File: src/design/memdec_pkg.sv
package memdec_pkg;
    // Program space
    localparam int          PC_W        = 13;
    localparam int          IMPL_AW     = 11;
    localparam logic [12:0] RESET_VEC   = 13'h0000;
    localparam logic [12:0] IRQ_VEC     = 13'h0004;
    // Data space
    localparam int          DADDR_W     = 9;
    localparam int          BANK_LOC_W  = 7;
    localparam logic [6:0]  SFR_TOP     = 7'h1F;
    // Core register offsets within a bank
    localparam logic [6:0]  OFF_INDIRECT = 7'h00;
    localparam logic [6:0]  OFF_PCL      = 7'h02;
    localparam logic [6:0]  OFF_STATUS   = 7'h03;
    localparam logic [6:0]  OFF_POINTER  = 7'h04;
    localparam logic [6:0]  OFF_PROGRAM_COUNTER_HIGH_LATCH   = 7'h0A;
    localparam logic [6:0]  OFF_INTCTL   = 7'h0B;
    // General storage ranges
    localparam logic [8:0]  G0_LO  = 9'h020;
    localparam logic [8:0]  G0_HI  = 9'h07F;
    localparam logic [8:0]  G1_LO  = 9'h0A0;
    localparam logic [8:0]  G1_HI  = 9'h0BF;
    localparam logic [6:0]  SHARE_LO = 7'h70;
    localparam int          RAM_WORDS = 128;
    // Status field positions
    localparam int          ST_BANK_LOW  = 5;
    localparam int          ST_BANK_HIGH = 6;
    localparam int          ST_IND_BANK  = 7;
    localparam logic [7:0]  STATUS_RST  = 8'h18;
    localparam logic [7:0]  PROGRAM_COUNTER_HIGH_LATCH_RST  = 8'h00;
    localparam logic [7:0]  INTCTL_RST  = 8'h00;
    localparam logic [7:0]  POINTER_RST = 8'h00;

    // Data access request from the core
    typedef struct packed {
        logic       rd;
        logic       wr;
        logic       indirect;
        logic [6:0] opnd;
        logic [7:0] wdata;
    } data_req_type;

    // Program counter control from the core
    typedef struct packed {
        logic              inc;
        logic              irq;
        logic              jump;
        logic [PC_W-1:0]   target;
    } pc_ctl_type;
endpackage

File: src/design/banked_memory_address_decode.sv
`timescale 1ns/10ps
module banked_memory_address_decode
    import memdec_pkg::*;
#(
    parameter int GEN_WORDS = 128
)(
    input  wire logic                       core_clk,  // Core clock
    input  wire logic                       rst_n,     // Synchronous reset, low
    input  wire memdec_pkg::pc_ctl_type     pc_ctl,    // Counter control
    input  wire memdec_pkg::data_req_type   dreq,      // Data access
    output logic [memdec_pkg::PC_W-1:0]     pc,        // Program counter
    output logic [memdec_pkg::IMPL_AW-1:0]  fetch_addr,// Physical fetch word
    output logic [7:0]                      rdata,     // Read data, next cycle
    output logic [8:0]                      daddr,     // Resolved data address
    output logic [7:0]                      status     // Status register
);
    import memdec_pkg::*;

    // Elaboration check: the scratch array and its remap serve exactly this depth
    if (GEN_WORDS != RAM_WORDS)
    begin
        $error("GEN_WORDS must equal the 128 scratch bytes served");
    end

    logic [PC_W-1:0]    pc_r;
    logic [PC_W-1:0]    pc_nxt;
    logic [7:0]         status_r;
    logic [7:0]         pointer_r;
    logic [7:0]         program_counter_high_latch_r;
    logic [7:0]         intctl_r;
    logic [7:0]         rdata_r;
    logic [8:0]         daddr_r;
    logic [IMPL_AW-1:0] fetch_r;
    logic [7:0]         ram_r [0:RAM_WORDS-1];

    // Address formation: pointer path ignores bank select bits
    wire logic [8:0] direct_addr = {status_r[ST_BANK_HIGH], status_r[ST_BANK_LOW],
                                    dreq.opnd};
    wire logic [8:0] ind_addr    = {status_r[ST_IND_BANK], pointer_r};
    wire logic [8:0] eff_addr    = dreq.indirect ? ind_addr : direct_addr;
    wire logic [1:0] bank        = eff_addr[8:7];
    wire logic [6:0] loc         = eff_addr[6:0];

    // Shared region decode, reused by read and write paths
    function automatic logic is_shared(input logic [6:0] l);
        return l >= SHARE_LO;
    endfunction

    wire logic in_sfr  = (loc <= SFR_TOP);
    wire logic in_g0   = (eff_addr >= G0_LO) && (eff_addr <= G0_HI);
    wire logic in_g1   = (eff_addr >= G1_LO) && (eff_addr <= G1_HI);
    wire logic in_alias = (bank != 2'b00) && is_shared(loc);
    wire logic gen_hit = in_g0 || in_g1 || in_alias;
    // Bank 1 storage lives in the unused low quarter of the array (00h-1Fh never
    // conflicts with bank 0 because bank 0 owns 20h-7Fh); remap to a free index.
    wire logic [6:0] ram_idx = in_alias ? loc :
                               in_g1    ? {2'b00, loc[4:0]} : loc;

    // Core registers decode identically in every bank
    wire logic hit_ind    = in_sfr && (loc == OFF_INDIRECT);
    wire logic hit_pcl    = in_sfr && (loc == OFF_PCL);
    wire logic hit_status = in_sfr && (loc == OFF_STATUS);
    wire logic hit_ptr    = in_sfr && (loc == OFF_POINTER);
    wire logic hit_program_counter_high_latch = in_sfr && (loc == OFF_PROGRAM_COUNTER_HIGH_LATCH);
    wire logic hit_intctl = in_sfr && (loc == OFF_INTCTL);
    wire logic core_hit   = hit_pcl || hit_status || hit_ptr || hit_program_counter_high_latch || hit_intctl;

    // Indirect port read through itself has no storage, reads zero
    wire logic [7:0] rd_mux =
        hit_pcl    ? pc_r[7:0] :
        hit_status ? status_r :
        hit_ptr    ? pointer_r :
        hit_program_counter_high_latch ? program_counter_high_latch_r :
        hit_intctl ? intctl_r :
        (gen_hit && !in_sfr) ? ram_r[ram_idx] : 8'h00;

    // A counter-low write outranks a jump so software computed jumps are lost only to an interrupt
    wire logic wr_pcl = dreq.wr && hit_pcl && !hit_ind;

    // Program counter next value; writes to the low byte jump via the latch
    always_comb
    begin
        pc_nxt = pc_r;
        if (pc_ctl.irq)
            pc_nxt = IRQ_VEC;
        else if (wr_pcl)
            pc_nxt = {program_counter_high_latch_r[PC_W-9:0], dreq.wdata};
        else if (pc_ctl.jump)
            pc_nxt = pc_ctl.target;
        else if (pc_ctl.inc)
            pc_nxt = PC_W'(pc_r + 1'b1);
    end

    // Counter and physical fetch address
    always_ff @(posedge core_clk)
    begin
        if (!rst_n)
        begin
            pc_r    <= RESET_VEC;
            fetch_r <= RESET_VEC[IMPL_AW-1:0];
        end
        else
        begin
            pc_r    <= pc_nxt;
            fetch_r <= pc_nxt[IMPL_AW-1:0];
        end
    end

    // Core registers
    always_ff @(posedge core_clk)
    begin
        if (!rst_n)
        begin
            status_r  <= STATUS_RST;
            pointer_r <= POINTER_RST;
            program_counter_high_latch_r  <= PROGRAM_COUNTER_HIGH_LATCH_RST;
            intctl_r  <= INTCTL_RST;
        end
        else if (dreq.wr)
        begin
            if (hit_status) status_r  <= dreq.wdata;
            if (hit_ptr)    pointer_r <= dreq.wdata;
            if (hit_program_counter_high_latch) program_counter_high_latch_r  <= {3'b000, dreq.wdata[4:0]};
            if (hit_intctl) intctl_r  <= dreq.wdata;
        end
    end

    // Scratch storage; writes to unbacked locations are dropped
    always_ff @(posedge core_clk)
    begin
        if (dreq.wr && gen_hit && !in_sfr)
            ram_r[ram_idx] <= dreq.wdata;
    end

    // Registered read data and address
    always_ff @(posedge core_clk)
    begin
        if (!rst_n)
        begin
            rdata_r <= 8'h00;
            daddr_r <= 9'h000;
        end
        else
        begin
            rdata_r <= dreq.rd ? rd_mux : 8'h00;
            daddr_r <= eff_addr;
        end
    end

    assign pc         = pc_r;
    assign fetch_addr = fetch_r;
    assign rdata      = rdata_r;
    assign daddr      = daddr_r;
    assign status     = status_r;
endmodule

File: config.mk
export PLATFORM = sky130hd
export DESIGN_NAME = banked_memory_address_decode
export DESIGN_NICKNAME = d
export VERILOG_FILES = /design/src/design/memdec_pkg.sv /design/src/design/banked_memory_address_decode.sv
export SDC_FILE = /design/constraint.sdc
export NUM_CORES = 1
export LEC_CHECK = 0
export BUFFER_PORTS_ARGS = -buffer_cell sky130_fd_sc_hd__buf_2
export CAP_MARGIN = 20
export CORE_AREA = 2 2 432 220
export DETAILED_ROUTE_END_ITERATION = 6
export DIE_AREA = 0 0 434 222
export HOLD_SLACK_MARGIN = 0.08
export SLEW_MARGIN = 25
export SYNTH_ARGS = -nofsm -noshare
export SYNTH_HDL_FRONTEND = slang
export SYNTH_SLANG_ARGS = --single-unit
File: constraint.sdc
create_clock -name core_clk -period 6.8 [get_ports core_clk]
set_input_delay 1.36 -clock core_clk [delete_from_list [all_inputs] [get_ports core_clk]]
set_output_delay 1.36 -clock core_clk [all_outputs]
set_load 0.05 [all_outputs]
**Word level (Yosys, flattened, before mapping)**

Memory sizes are Yosys's and may differ from the RTL's.
Cells that the tools add are included.

- Output and inout port bits: 49
- Input port bits: 36
- Flip-flop bits (word level): 59
- Logic and storage cells: 66
- Memory bits (writable): 1024
- Memories: 1

- Muxes and demuxes: 15
- Reductions and logical operators: 28
- Equality and inequality tests: 5
- $lt $le $gt $ge: 6
- Add/subtract/negate cells: 1
- Bitwise operators: 1

Memories:

| name | depth | bits a word | rd ports | clocked after memory_dff | write ports | line | source |
|---|---|---|---|---|---|---|---|
| ram_r | 128 | 8 | 1 | 0 | 1 | banked_memory_address_decode.sv:34 | `logic [7:0] ram_r [0:RAM_WORDS-1];` |

Operators with widths:

| kind | count |
|---|---|
| $mux W8 | 6 |
| $mux W13 | 3 |
| $eq A7 B2 Y1 const B | 2 |
| $eq A7 B4 Y1 const B | 2 |
| $logic_and A1 B1 Y1 | 14 |
| $mux W7 | 2 |
| $add A13 B1 Y13 const B | 1 |
| $reduce_and A2 Y1 | 5 |
| $ge A9 B6 Y1 const B | 1 |
| $ge A9 B8 Y1 const B | 1 |
| $le A9 B7 Y1 const B | 1 |
| $le A9 B8 Y1 const B | 1 |
| $mux W9 | 1 |
| $eq A7 B3 Y1 const B | 1 |
| $ge A7 B7 Y1 const B | 1 |
| $le A7 B5 Y1 const B | 1 |
| $logic_not A7 Y1 | 1 |
| $reduce_bool A4 Y1 | 1 |
| $mux W3 | 1 |
| $reduce_bool A3 Y1 | 1 |
| $logic_not A1 Y1 | 2 |
| $logic_or A1 B1 Y1 | 2 |
| $mux W1 | 2 |
| $reduce_bool A2 Y1 | 1 |
| other kinds (2) | 2 |

**Logic depth before layout (Yosys ltp)**

Gate-level depths: netlist of the first run.

- Word-level depth: 12
- Mapped depth: 13
- Depth with buffers taken out: 8

**Least setup slack after synthesis of the first run**

No wires, ideal clock.

- Path kind: input to register
- Start point: input dreq[8] (netlist bit)
- End point: memory ram_r[108][0] (enable)
- Cell stages on the path: 11
- Required time: 6430 ps
- Arrival: 3489 ps
- Slack: 2940 ps
- Buffers on the path: 7
- Setup time: 370 ps
- Path through: buf_2 > mux2_2 > buf_4 > buf_6 > buf_2 > buf_2 > buf_2 > nor2_1 > nand2_1 > clkbuf_1 > nor2_1

- Word-level cells in the longest chain between the ends: 9
- Elaborated cells between the ends (all ways): 19
- Classes of those cells: order compare (6); mux (5); reduce/logical (8)

Ends and longest elaborated chain:

| what | line | source |
|---|---|---|
| start: declaration | banked_memory_address_decode.sv:10 | `input wire memdec_pkg::data_req_type dreq,` |
| $mux W9 * | banked_memory_address_decode.sv:40 | `wire logic [8:0] eff_addr = dreq.indirect ? ind_addr : direct_addr;` |
| $ge A9 B6 Y1, or another cell as far along | banked_memory_address_decode.sv:50 | `wire logic in_g0 = (eff_addr >= G0_LO) && (eff_addr <= G0_HI);` |
| $logic_and A1 B1 Y1 (on tied branches) | banked_memory_address_decode.sv:50, banked_memory_address_decode.sv:51 |  |
| $logic_or A1 B1 Y1 (2 in series) | banked_memory_address_decode.sv:53 | `wire logic gen_hit = in_g0 \|\| in_g1 \|\| in_alias;` |
| $logic_and A1 B1 Y1 (2 in series) | banked_memory_address_decode.sv:131 | `if (dreq.wr && gen_hit && !in_sfr)` |
| $mux W1 | banked_memory_address_decode.sv:131 |  |
| $mux W1 (implied by the code) | banked_memory_address_decode.sv:132 | `ram_r[ram_idx] <= dreq.wdata;` |
| end: declaration | banked_memory_address_decode.sv:34 |  |

Mark *: on every way between the ends. The rest lies on a longest branch, timed or not.

**Worst setup path in the final report of the first run**

- Start point: input dreq[15] (netlist bit)
- End point: register rdata_r[4] (netlist: rdata[4])

- Word-level cells in the longest chain between the ends: 12
- Elaborated cells between the ends (all ways): 34
- Classes of those cells: order compare (6); eq/ne (5); mux (9); reduce/logical (13); memory (1)

Ends and longest elaborated chain:

| what | line | source |
|---|---|---|
| $mux W9 * | banked_memory_address_decode.sv:40 |  |
| $ge A9 B8 Y1, or another cell as far along | banked_memory_address_decode.sv:51 | `wire logic in_g1 = (eff_addr >= G1_LO) && (eff_addr <= G1_HI);` |
| $logic_and A1 B1 Y1 (on tied branches) | banked_memory_address_decode.sv:51, banked_memory_address_decode.sv:50 |  |
| $mux W7 / $logic_or A1 B1 Y1 (equally long branches) | banked_memory_address_decode.sv:57, banked_memory_address_decode.sv:53 |  |
| $mux W7 / $logic_or A1 B1 Y1 (equally long branches) | banked_memory_address_decode.sv:56, banked_memory_address_decode.sv:53 |  |
| $mem_v2 Z128 W8 / $logic_and A1 B1 Y1 (equally long branches) | - |  |
| $mux W8 | banked_memory_address_decode.sv:75 | `(gen_hit && !in_sfr) ? ram_r[ram_idx] : 8'h00;` |
| $mux W8 | banked_memory_address_decode.sv:74 | `hit_intctl ? intctl_r :` |
| $mux W8 | banked_memory_address_decode.sv:73 | `hit_program_counter_high_latch ? program_counter_high_latch_r :` |
| $mux W8 | banked_memory_address_decode.sv:72 | `hit_ptr ? pointer_r :` |
| $mux W8 | banked_memory_address_decode.sv:71 | `hit_status ? status_r :` |
| $mux W8 * | banked_memory_address_decode.sv:70 | `hit_pcl ? pc_r[7:0] :` |
| end signal: assignment | banked_memory_address_decode.sv:145 | `rdata_r <= dreq.rd ? rd_mux : 8'h00;` |
| end: declaration | banked_memory_address_decode.sv:31 | `logic [7:0] rdata_r;` |

Marks and branches as above.
A chain may end at the register's enable or synchronous reset.

==> summary.txt, run 1 <==
Run status
  – Status: completed

Worst setup path
  – Worst-case reg-to-reg path depth: 10
  – Critical Path RT: ~7400 ps
  – Critical Path Sink Type: flip-flop
  – RR Startpoint: pointer_r[0]
  – Critical path class: in2reg
  – Worst Path Max Fanout: 80
  – Reg-to-reg slack, setup: roughly 2100 ps
  – Worst R2R End: rdata[4]
  – Worst setup SP type: input port
  – Arrival time at the worst endpoint: around 6300 ps

Timing
  – RSZ-0062 raised after global routing: false
  – Max Clk Rate: 177 MHz
  – Setup Skew: 42.2 ps
  – Final worst-path cycle share: 0.832
  – Final worst slack: 1140 ps
  – Fin Setup TNS: 0 ps
  – Final setup viols: 0
  – Final hold viol count: 0
  – Hold_ws: 467 ps
  – Tmin final: 5660 ps
  – Slew Viols, Final: 0
  – Relative slew slack: 0.246
  – Worst slew pin tran: between 1000 and 1500 ps

Finish
  – Fill cell count: roughly 7600
  – Final Non-Filler Cells: 4509
  – Layout area overhead: 10.7%
  – Nets: 3208
  – Final core occ: 0.528
  – Layout cells sized above 1: 0.111

Synthesis
  – Async SR Flop Fraction: 0
  – Gate Count Post-Synth: 3132
  – Count of flip-flops with a built-in enable after synthesis: 1024
  – Warnings from Yosys: 0
  – Syn Area/Cell: 14.1 µm²
  – Register bit count reported by yosys: approximately 1100
  – Post-Synth Adder-Cell Area: 0.000284
  – Mux contribution to synthesized area: 0.0508
  – Post-synth cell types: slightly below 80
  – Largest family of logic cells by synthesized area: simple AND/OR/NAND/NOR gates
  – Yosys top cell area share: 0.698
  – Main synth FF type: edfxtp_1
  – Synth Area in Compound Gates: 0.0903
  – Synth Area in XOR/XNOR: 0.00238
  – Net Count, Synth: roughly 3200
  – Sequential share of the synthesized area: 0.725
  – Post-Synth Simple-Gate Area: 0.103
  – Yosys top cell by area: edfxtp_1
  – Mapped cell area: 44100 µm²
  – Synth area leaders: edfxtp_1 70%, nand2_1 4.4%, mux2i_1 4.2%

Power
  – PwrDens: roughly 280 nW/µm²
  – Pleak: 15.7 nW
  – Max VDD drop: 204 µV

Worst hold path
  – Worst Hold Class: reg2reg
  – Worst Hold Path Cells: 2
  – Hold wc startpoint: intctl_r[4]
  – WHS Endpoint: intctl_r[4]

Placed design
  – Routability cong.: around 0.9
  – Pre-CTS setup slack: 738 ps
  – HPWL after DPL: 94.7 mm
  – Placed cell count: 4332
  – PortBufs: 84

Global route
  – Total GRT Usage: 0.301
  – Pin count of the biggest net entering global routing: 112
  – Vias in the first global route: about 27000
  – GRT overflow: 0
  – Initial antenna violation count: 7
  – First-pass GRT wire length: 206 mm

Routing
  – Drt first pass iters: 6
  – Met2 wire length: 55.4 mm
  – Number of DRC markers in iteration 0: 5150
  – Final WL: between 100 and 150 mm
  – DRC: 0
  – Met1 Wirelength: 62.0 mm
  – Via Count: 29400
  – Top sig layer: met5
  – Avg Vias per Cell: 6.53
  – DR WL met3: 25.0 mm
  – Drt wl/cell: 32.3 µm
  – Post-DRT Antenna Nets: 0

Clocking
  – Root buf cell: clkbuf_16
  – Num CTS Buffers: between 90 and 100
  – Hold buffer count at cts: 0
  – Post-CTS Setup Bufs: 0
  – Clock Latency Late Sink: between 700 and 800 ps
  – Clk slew on worst S/H paths: 70 ps
  – Clock tree from TritonCTS: done
  – Post_cts resized: 0
  – Clock buffer depth: 3
  – H-tree depth: 3
  – # clock sinks: 1083

Die
  – Core Region: 92300 µm²
  – Starting Density: 0.477
  – Die H: 222 µm
  – Rows: 79
  – Die Area: 96300 µm²
  – Die extent in x: 434 µm
  – Top-Level Pins: 85

Job
  – MaxCap Viol Count: 0
==> through the flow <==
step                      instance area [µm²]  power, W
after floorplan                         44100   0.00794
after global placement                  45700   0.00837
after detailed placement                45700   0.00838
after CTS                               48700    0.0137
after global routing                    48800    0.0140
final                                   48800    0.0137
==> critical path: stages <==
cell	delay, ps
buf_4	670
mux2_8	840
buf_12	320
buf_4	330
mux2i_1	140
o221ai_1	630
a21oi_1	300
or4_1	470
o21ai_1	740
a41o_1	270
==> cell families after synthesis <==
family                     count (synthesis)
DFF                                     1083
xor gates and xnor gates                  12
and+or+nand+nor                         1032
adders and majority gates                  1
buffers and inverters                    234
muxes                                    205
AOI/OAI and AO/OA                        565
==> routing by layer <==
metal | track usage | vias up
met5 | 0 | -
met4 | 0.0689 | 6
met3 | 0.140 | 244
met2 | 0.376 | 2255
met1 | 0.464 | 14800
li1 | - | 12100
==> cell usage in the layout, fill, tap and decap left out, types with 7 or more instances in the layout <==
cell / n
and3_1: 27
nand3_1: 159
bufinv_16: 9
inv_1: 9
dfxtp_1: 58
a41oi_1: 8
and2_1: 12
nor2b_1: 15
o221ai_1: 51
a21boi_0: 22
clkbuf_16: 96
xnor2_1: 7
a311oi_1: 7
a32oi_1: 35
a211oi_1: 42
a2bb2oi_1: 21
a21oi_1: 120
a221oi_1: 18
or4_1: 14
clkinv_1: 21
clkinv_2: 15
o22ai_1: 70
buf_2: 75
edfxtp_1: 1024
o21ai_0: 28
nor3_1: 44
buf_12: 7
mux2i_1: 184
or3_1: 9
mux4_2: 13
a31oi_1: 59
nand2b_1: 9
buf_4: 88
a32o_1: 7
nand2_1: 509
nor2_1: 191
a22oi_1: 14
clkbuf_1: 21
==> layout make-up <==
type / count / area, µm² / area share
Clock inverter: 52 / 502 / 0.0103
Sequential cell: 1083 / 31900 / 0.655
Tap cell: 1255 / 1570 / 0.0322
Inverter: 9 / 33.8 / 0.000693
Antenna cell: 4 / 10.0 / 0.000205
Timing Repair Buffer: 170 / 1180 / 0.0241
Clock buffer: 121 / 2540 / 0.0520
Multi-Input combinational cell: 1815 / 11000 / 0.226
==> report_power, final <==
| part | internal [W] | leakage, nW | switching [W] | total (W) |
|---|---|---|---|---|
| clock | 0.00298 | 1.49 | 0.00247 | 0.00545 |
| sequential | 0.00730 | 9.68 | 0.0000138 | 0.00731 |
| combinational | 0.000233 | 4.50 | 0.000729 | 0.000961 |
| total | 0.0105 | 15.7 | 0.00321 | 0.0137 |
==> cell usage after synthesis (all sizes together) (8+ instances only) <==
cell type     n
a32o          8
a21oi       123
clkbuf       72
mux2i       187
a211oi       42
a22oi        14
nor4          9
a31oi        59
and3         27
and2         14
o22ai        70
a221oi       18
edfxtp     1024
nand2b        9
nor3         45
or3          11
o31ai         8
inv           9
nand2       513
buf         153
or4          14
o221ai       51
nor2b        15
a21boi       22
a32oi        36
mux4         13
nand3       159
dfxtp        59
a41oi         8
nor2        197
a2bb2oi      21
o21ai        32
==> flip-flops by register name, summed over array words and instances, names as in the netlist <==
signal,flops
daddr,9
intctl_r,8
pc,13
pointer_r,8
program_counter_high_latch_r,5
ram_r,1024
rdata,8
status,8
==> how the worst max path moves through the flow <==
stage / start / to / depth (start not counted)
after detailed placement: dreq[15] / rdata[4] / 10
final: dreq[15] / rdata[4] / 10
after global placement: dreq[15] / rdata[4] / 10
after floorplan: dreq[8] / ram_r[108][0] / 11
after global routing: dreq[15] / rdata[4] / 10
after CTS: dreq[15] / rdata[4] / 10
Power figures use the tool's default switching activity.
==> run 2, diff against run 1 <==
==> constraint.sdc (replaced) <==
create_clock -name core_clk -period 5.43 [get_ports core_clk]
set_input_delay 1.086 -clock core_clk [delete_from_list [all_inputs] [get_ports core_clk]]
set_output_delay 1.086 -clock core_clk [all_outputs]
set_load 0.05 [all_outputs]
==> run 2 against run 1 <==
Effect of this change:
- the flow now finishes with violations (DRC)
- sequential power rose by 25%
- design area grew 1.8%
- first-iteration DRC count grew 7.7%
- sequential share of layout area shrank 1.1 points
- register-to-register slack got worse by 970 ps
- wire length down 1.2%
- flip-flop and latch count stayed put
- clock skew down 20 ps
- die area did not move
- total power is 25% higher
- largest power group unchanged
- highest routed layer unchanged
==> summary.txt, run 2 (synthesis gave the netlist of run 1 again) <==
Routing
  – Post-DRT Antenna Nets: 0
  – Final WL: approximately 140 mm
  – Avg Vias per Cell: around 6.4
  – Via Count: 29600
  – Drt wl/cell: 31.3 µm
  – Number of DRC markers in iteration 0: 5548
  – DRC: 1
  – Drt first pass iters: 7

Finish
  – Layout cells sized above 1: 0.137
  – Commonest non-fill, non-tap cell in the layout: edfxtp_1
  – Layout area overhead: 12.6%
  – Max FFs per register: about 1000
  – Final Non-Filler Cells: 4603
  – Commonest non-fill, non-tap cells in the layout: 1024 x edfxtp_1, 513 x nand2_1, 190 x nor2_1, 184 x mux2i_1, 184 x buf_4
  – Most flops, register: ram_r
  – Fill cell count: 7500
  – Nets: 3314

Worst setup path
  – Worst-case reg-to-reg path depth: 10
  – Critical Path RT: 6020 ps
  – Critical path class: in2reg
  – Critical Path Sink Type: flip-flop
  – Worst Path Max Fanout: 65
  – Worst setup SP type: input port
  – Arrival time at the worst endpoint: 5110 ps

Die
  – Die Area: 96300 µm²
  – Core Region: 92300 µm²
  – Top-Level Pins: 85
  – Die H: 222 µm
  – Die extent in x: 434 µm
  – Starting Density: 0.477
  – Rows: 79

Power
  – Max VDD drop: 252 µV
  – PwrDens: 346 nW/µm²
  – Pleak: ~16 nW

Clocking
  – Num CTS Buffers: just over 90
  – H-tree depth: 3
  – Hold buffer count at cts: 0
  – Clock buffer depth: 3
  – # clock sinks: 1083
  – Post-CTS Setup Bufs: 0
  – Clock Latency Late Sink: 700 ps
  – Post_cts resized: 0
  – Clk slew on worst S/H paths: 70 ps
  – Clock tree from TritonCTS: done
  – Root buf cell: clkbuf_16

Timing
  – RSZ-0062 raised after global routing: false
  – Final setup viols: 0
  – Final worst slack: 910 ps
  – Final worst-path cycle share: 0.832
  – Final hold viol count: 0
  – Setup Skew: between 20 and 25 ps
  – Slew Viols, Final: 0
  – Fin Setup TNS: 0 ps
  – Max Clk Rate: 221 MHz
  – Relative slew slack: 0.250
  – Worst slew pin tran: 1130 ps
  – Tmin final: 4520 ps

Placed design
  – HPWL after DPL: 93.9 mm
  – Pre-CTS setup slack: 357 ps
  – PortBufs: 84
  – Placed cell count: 4439
  – Routability cong.: 0.967

Run status
  – Status: finished, violations left
  – Failing checks: DRC

Global route
  – First-pass GRT wire length: between 200 and 250 mm
  – Initial antenna violation count: 3
  – Pin count of the biggest net entering global routing: 94
  – GRT overflow: 0
  – Total GRT Usage: 0.296
  – Vias in the first global route: 27900

Job
  – MaxCap Viol Count: 0

Worst hold path
  – Worst Hold Path Cells: 2
  – Worst Hold Class: reg2reg
## run 2: cell types whose count changed in the layout (fill, tap and decap cells not counted), moves of 3 or more
cell / before / now
clkinv_1: 21 / 16
buf_4: 88 / 184
clkbuf_1: 21 / 18
nand2_2: 4 / 0
clkbuf_16: 96 / 93
nand2_1: 509 / 513
diode_2: 4 / 1
buf_12: 7 / 18
bufinv_16: 9 / 12
## run 2: critical path: stages
cell and delay (ps):
buf_2 520, mux2_8 650, buf_12 390, buf_4 240, nand2_1 60, a32oi_1 180
a31oi_1 190, nor4_2 860, buf_4 240, o32ai_1 90, o41ai_1 360
## run 2: per-layer routing
metal | vias to the layer above | GRT usage | share of wire
li1 | 12300 | - | -
met1 | 14900 | 0.457 | 0.42
met2 | 2206 | 0.393 | 0.40
met3 | 227 | 0.111 | 0.15
met4 | 2 | 0.0632 | 0.021
met5 | - | 0 | 0.000090
## run 2: final cells by class
cell class | instances | area [µm²] | area share
flip-flops and latches | 1083 | 31900 | 0.643
diodes | 1 | 2.50 | 0.0000504
multi-input cells | 1815 | 11000 | 0.222
repair buffers | 277 | 2120 | 0.0427
clock inverters | 49 | 541 | 0.0109
well taps | 1255 | 1570 | 0.0316
clock buffers | 114 | 2440 | 0.0491
inverters | 9 | 33.8 | 0.000681
## run 2: metrics by stage
stage	utilization	hold WS (ps)	area (µm²)	power (W)
after CTS	0.537	469	49600	0.0171
after global routing	0.538	485	49600	0.0175
after detailed placement	0.505	462	46600	0.0105
final	0.538	468	49600	0.0172
after global placement	0.505	451	46600	0.0105
after floorplan	-	443	44100	0.00994
## run 2: power by group
group | internal [W] | total (W) | leakage [nW] | switching [W]
Clock | 0.00375 | 0.00679 | 1.47 | 0.00304
Sequential | 0.00914 | 0.00916 | 9.68 | 0.0000187
Combinational | 0.000327 | 0.00122 | 5.08 | 0.000894
## run 2: path summary, 6_finish.rpt
| kind | slack, ps | end | startpoint |
|---|---|---|---|
| worst max-delay path | 910 | rdata[1] | dreq[9] |
| worst min-delay path | 470 | intctl_r[1] | intctl_r[1] |
| worst max register to register | 1100 | rdata[1] | pointer_r[0] |
| worst min register to register | 470 | intctl_r[1] | intctl_r[1] |
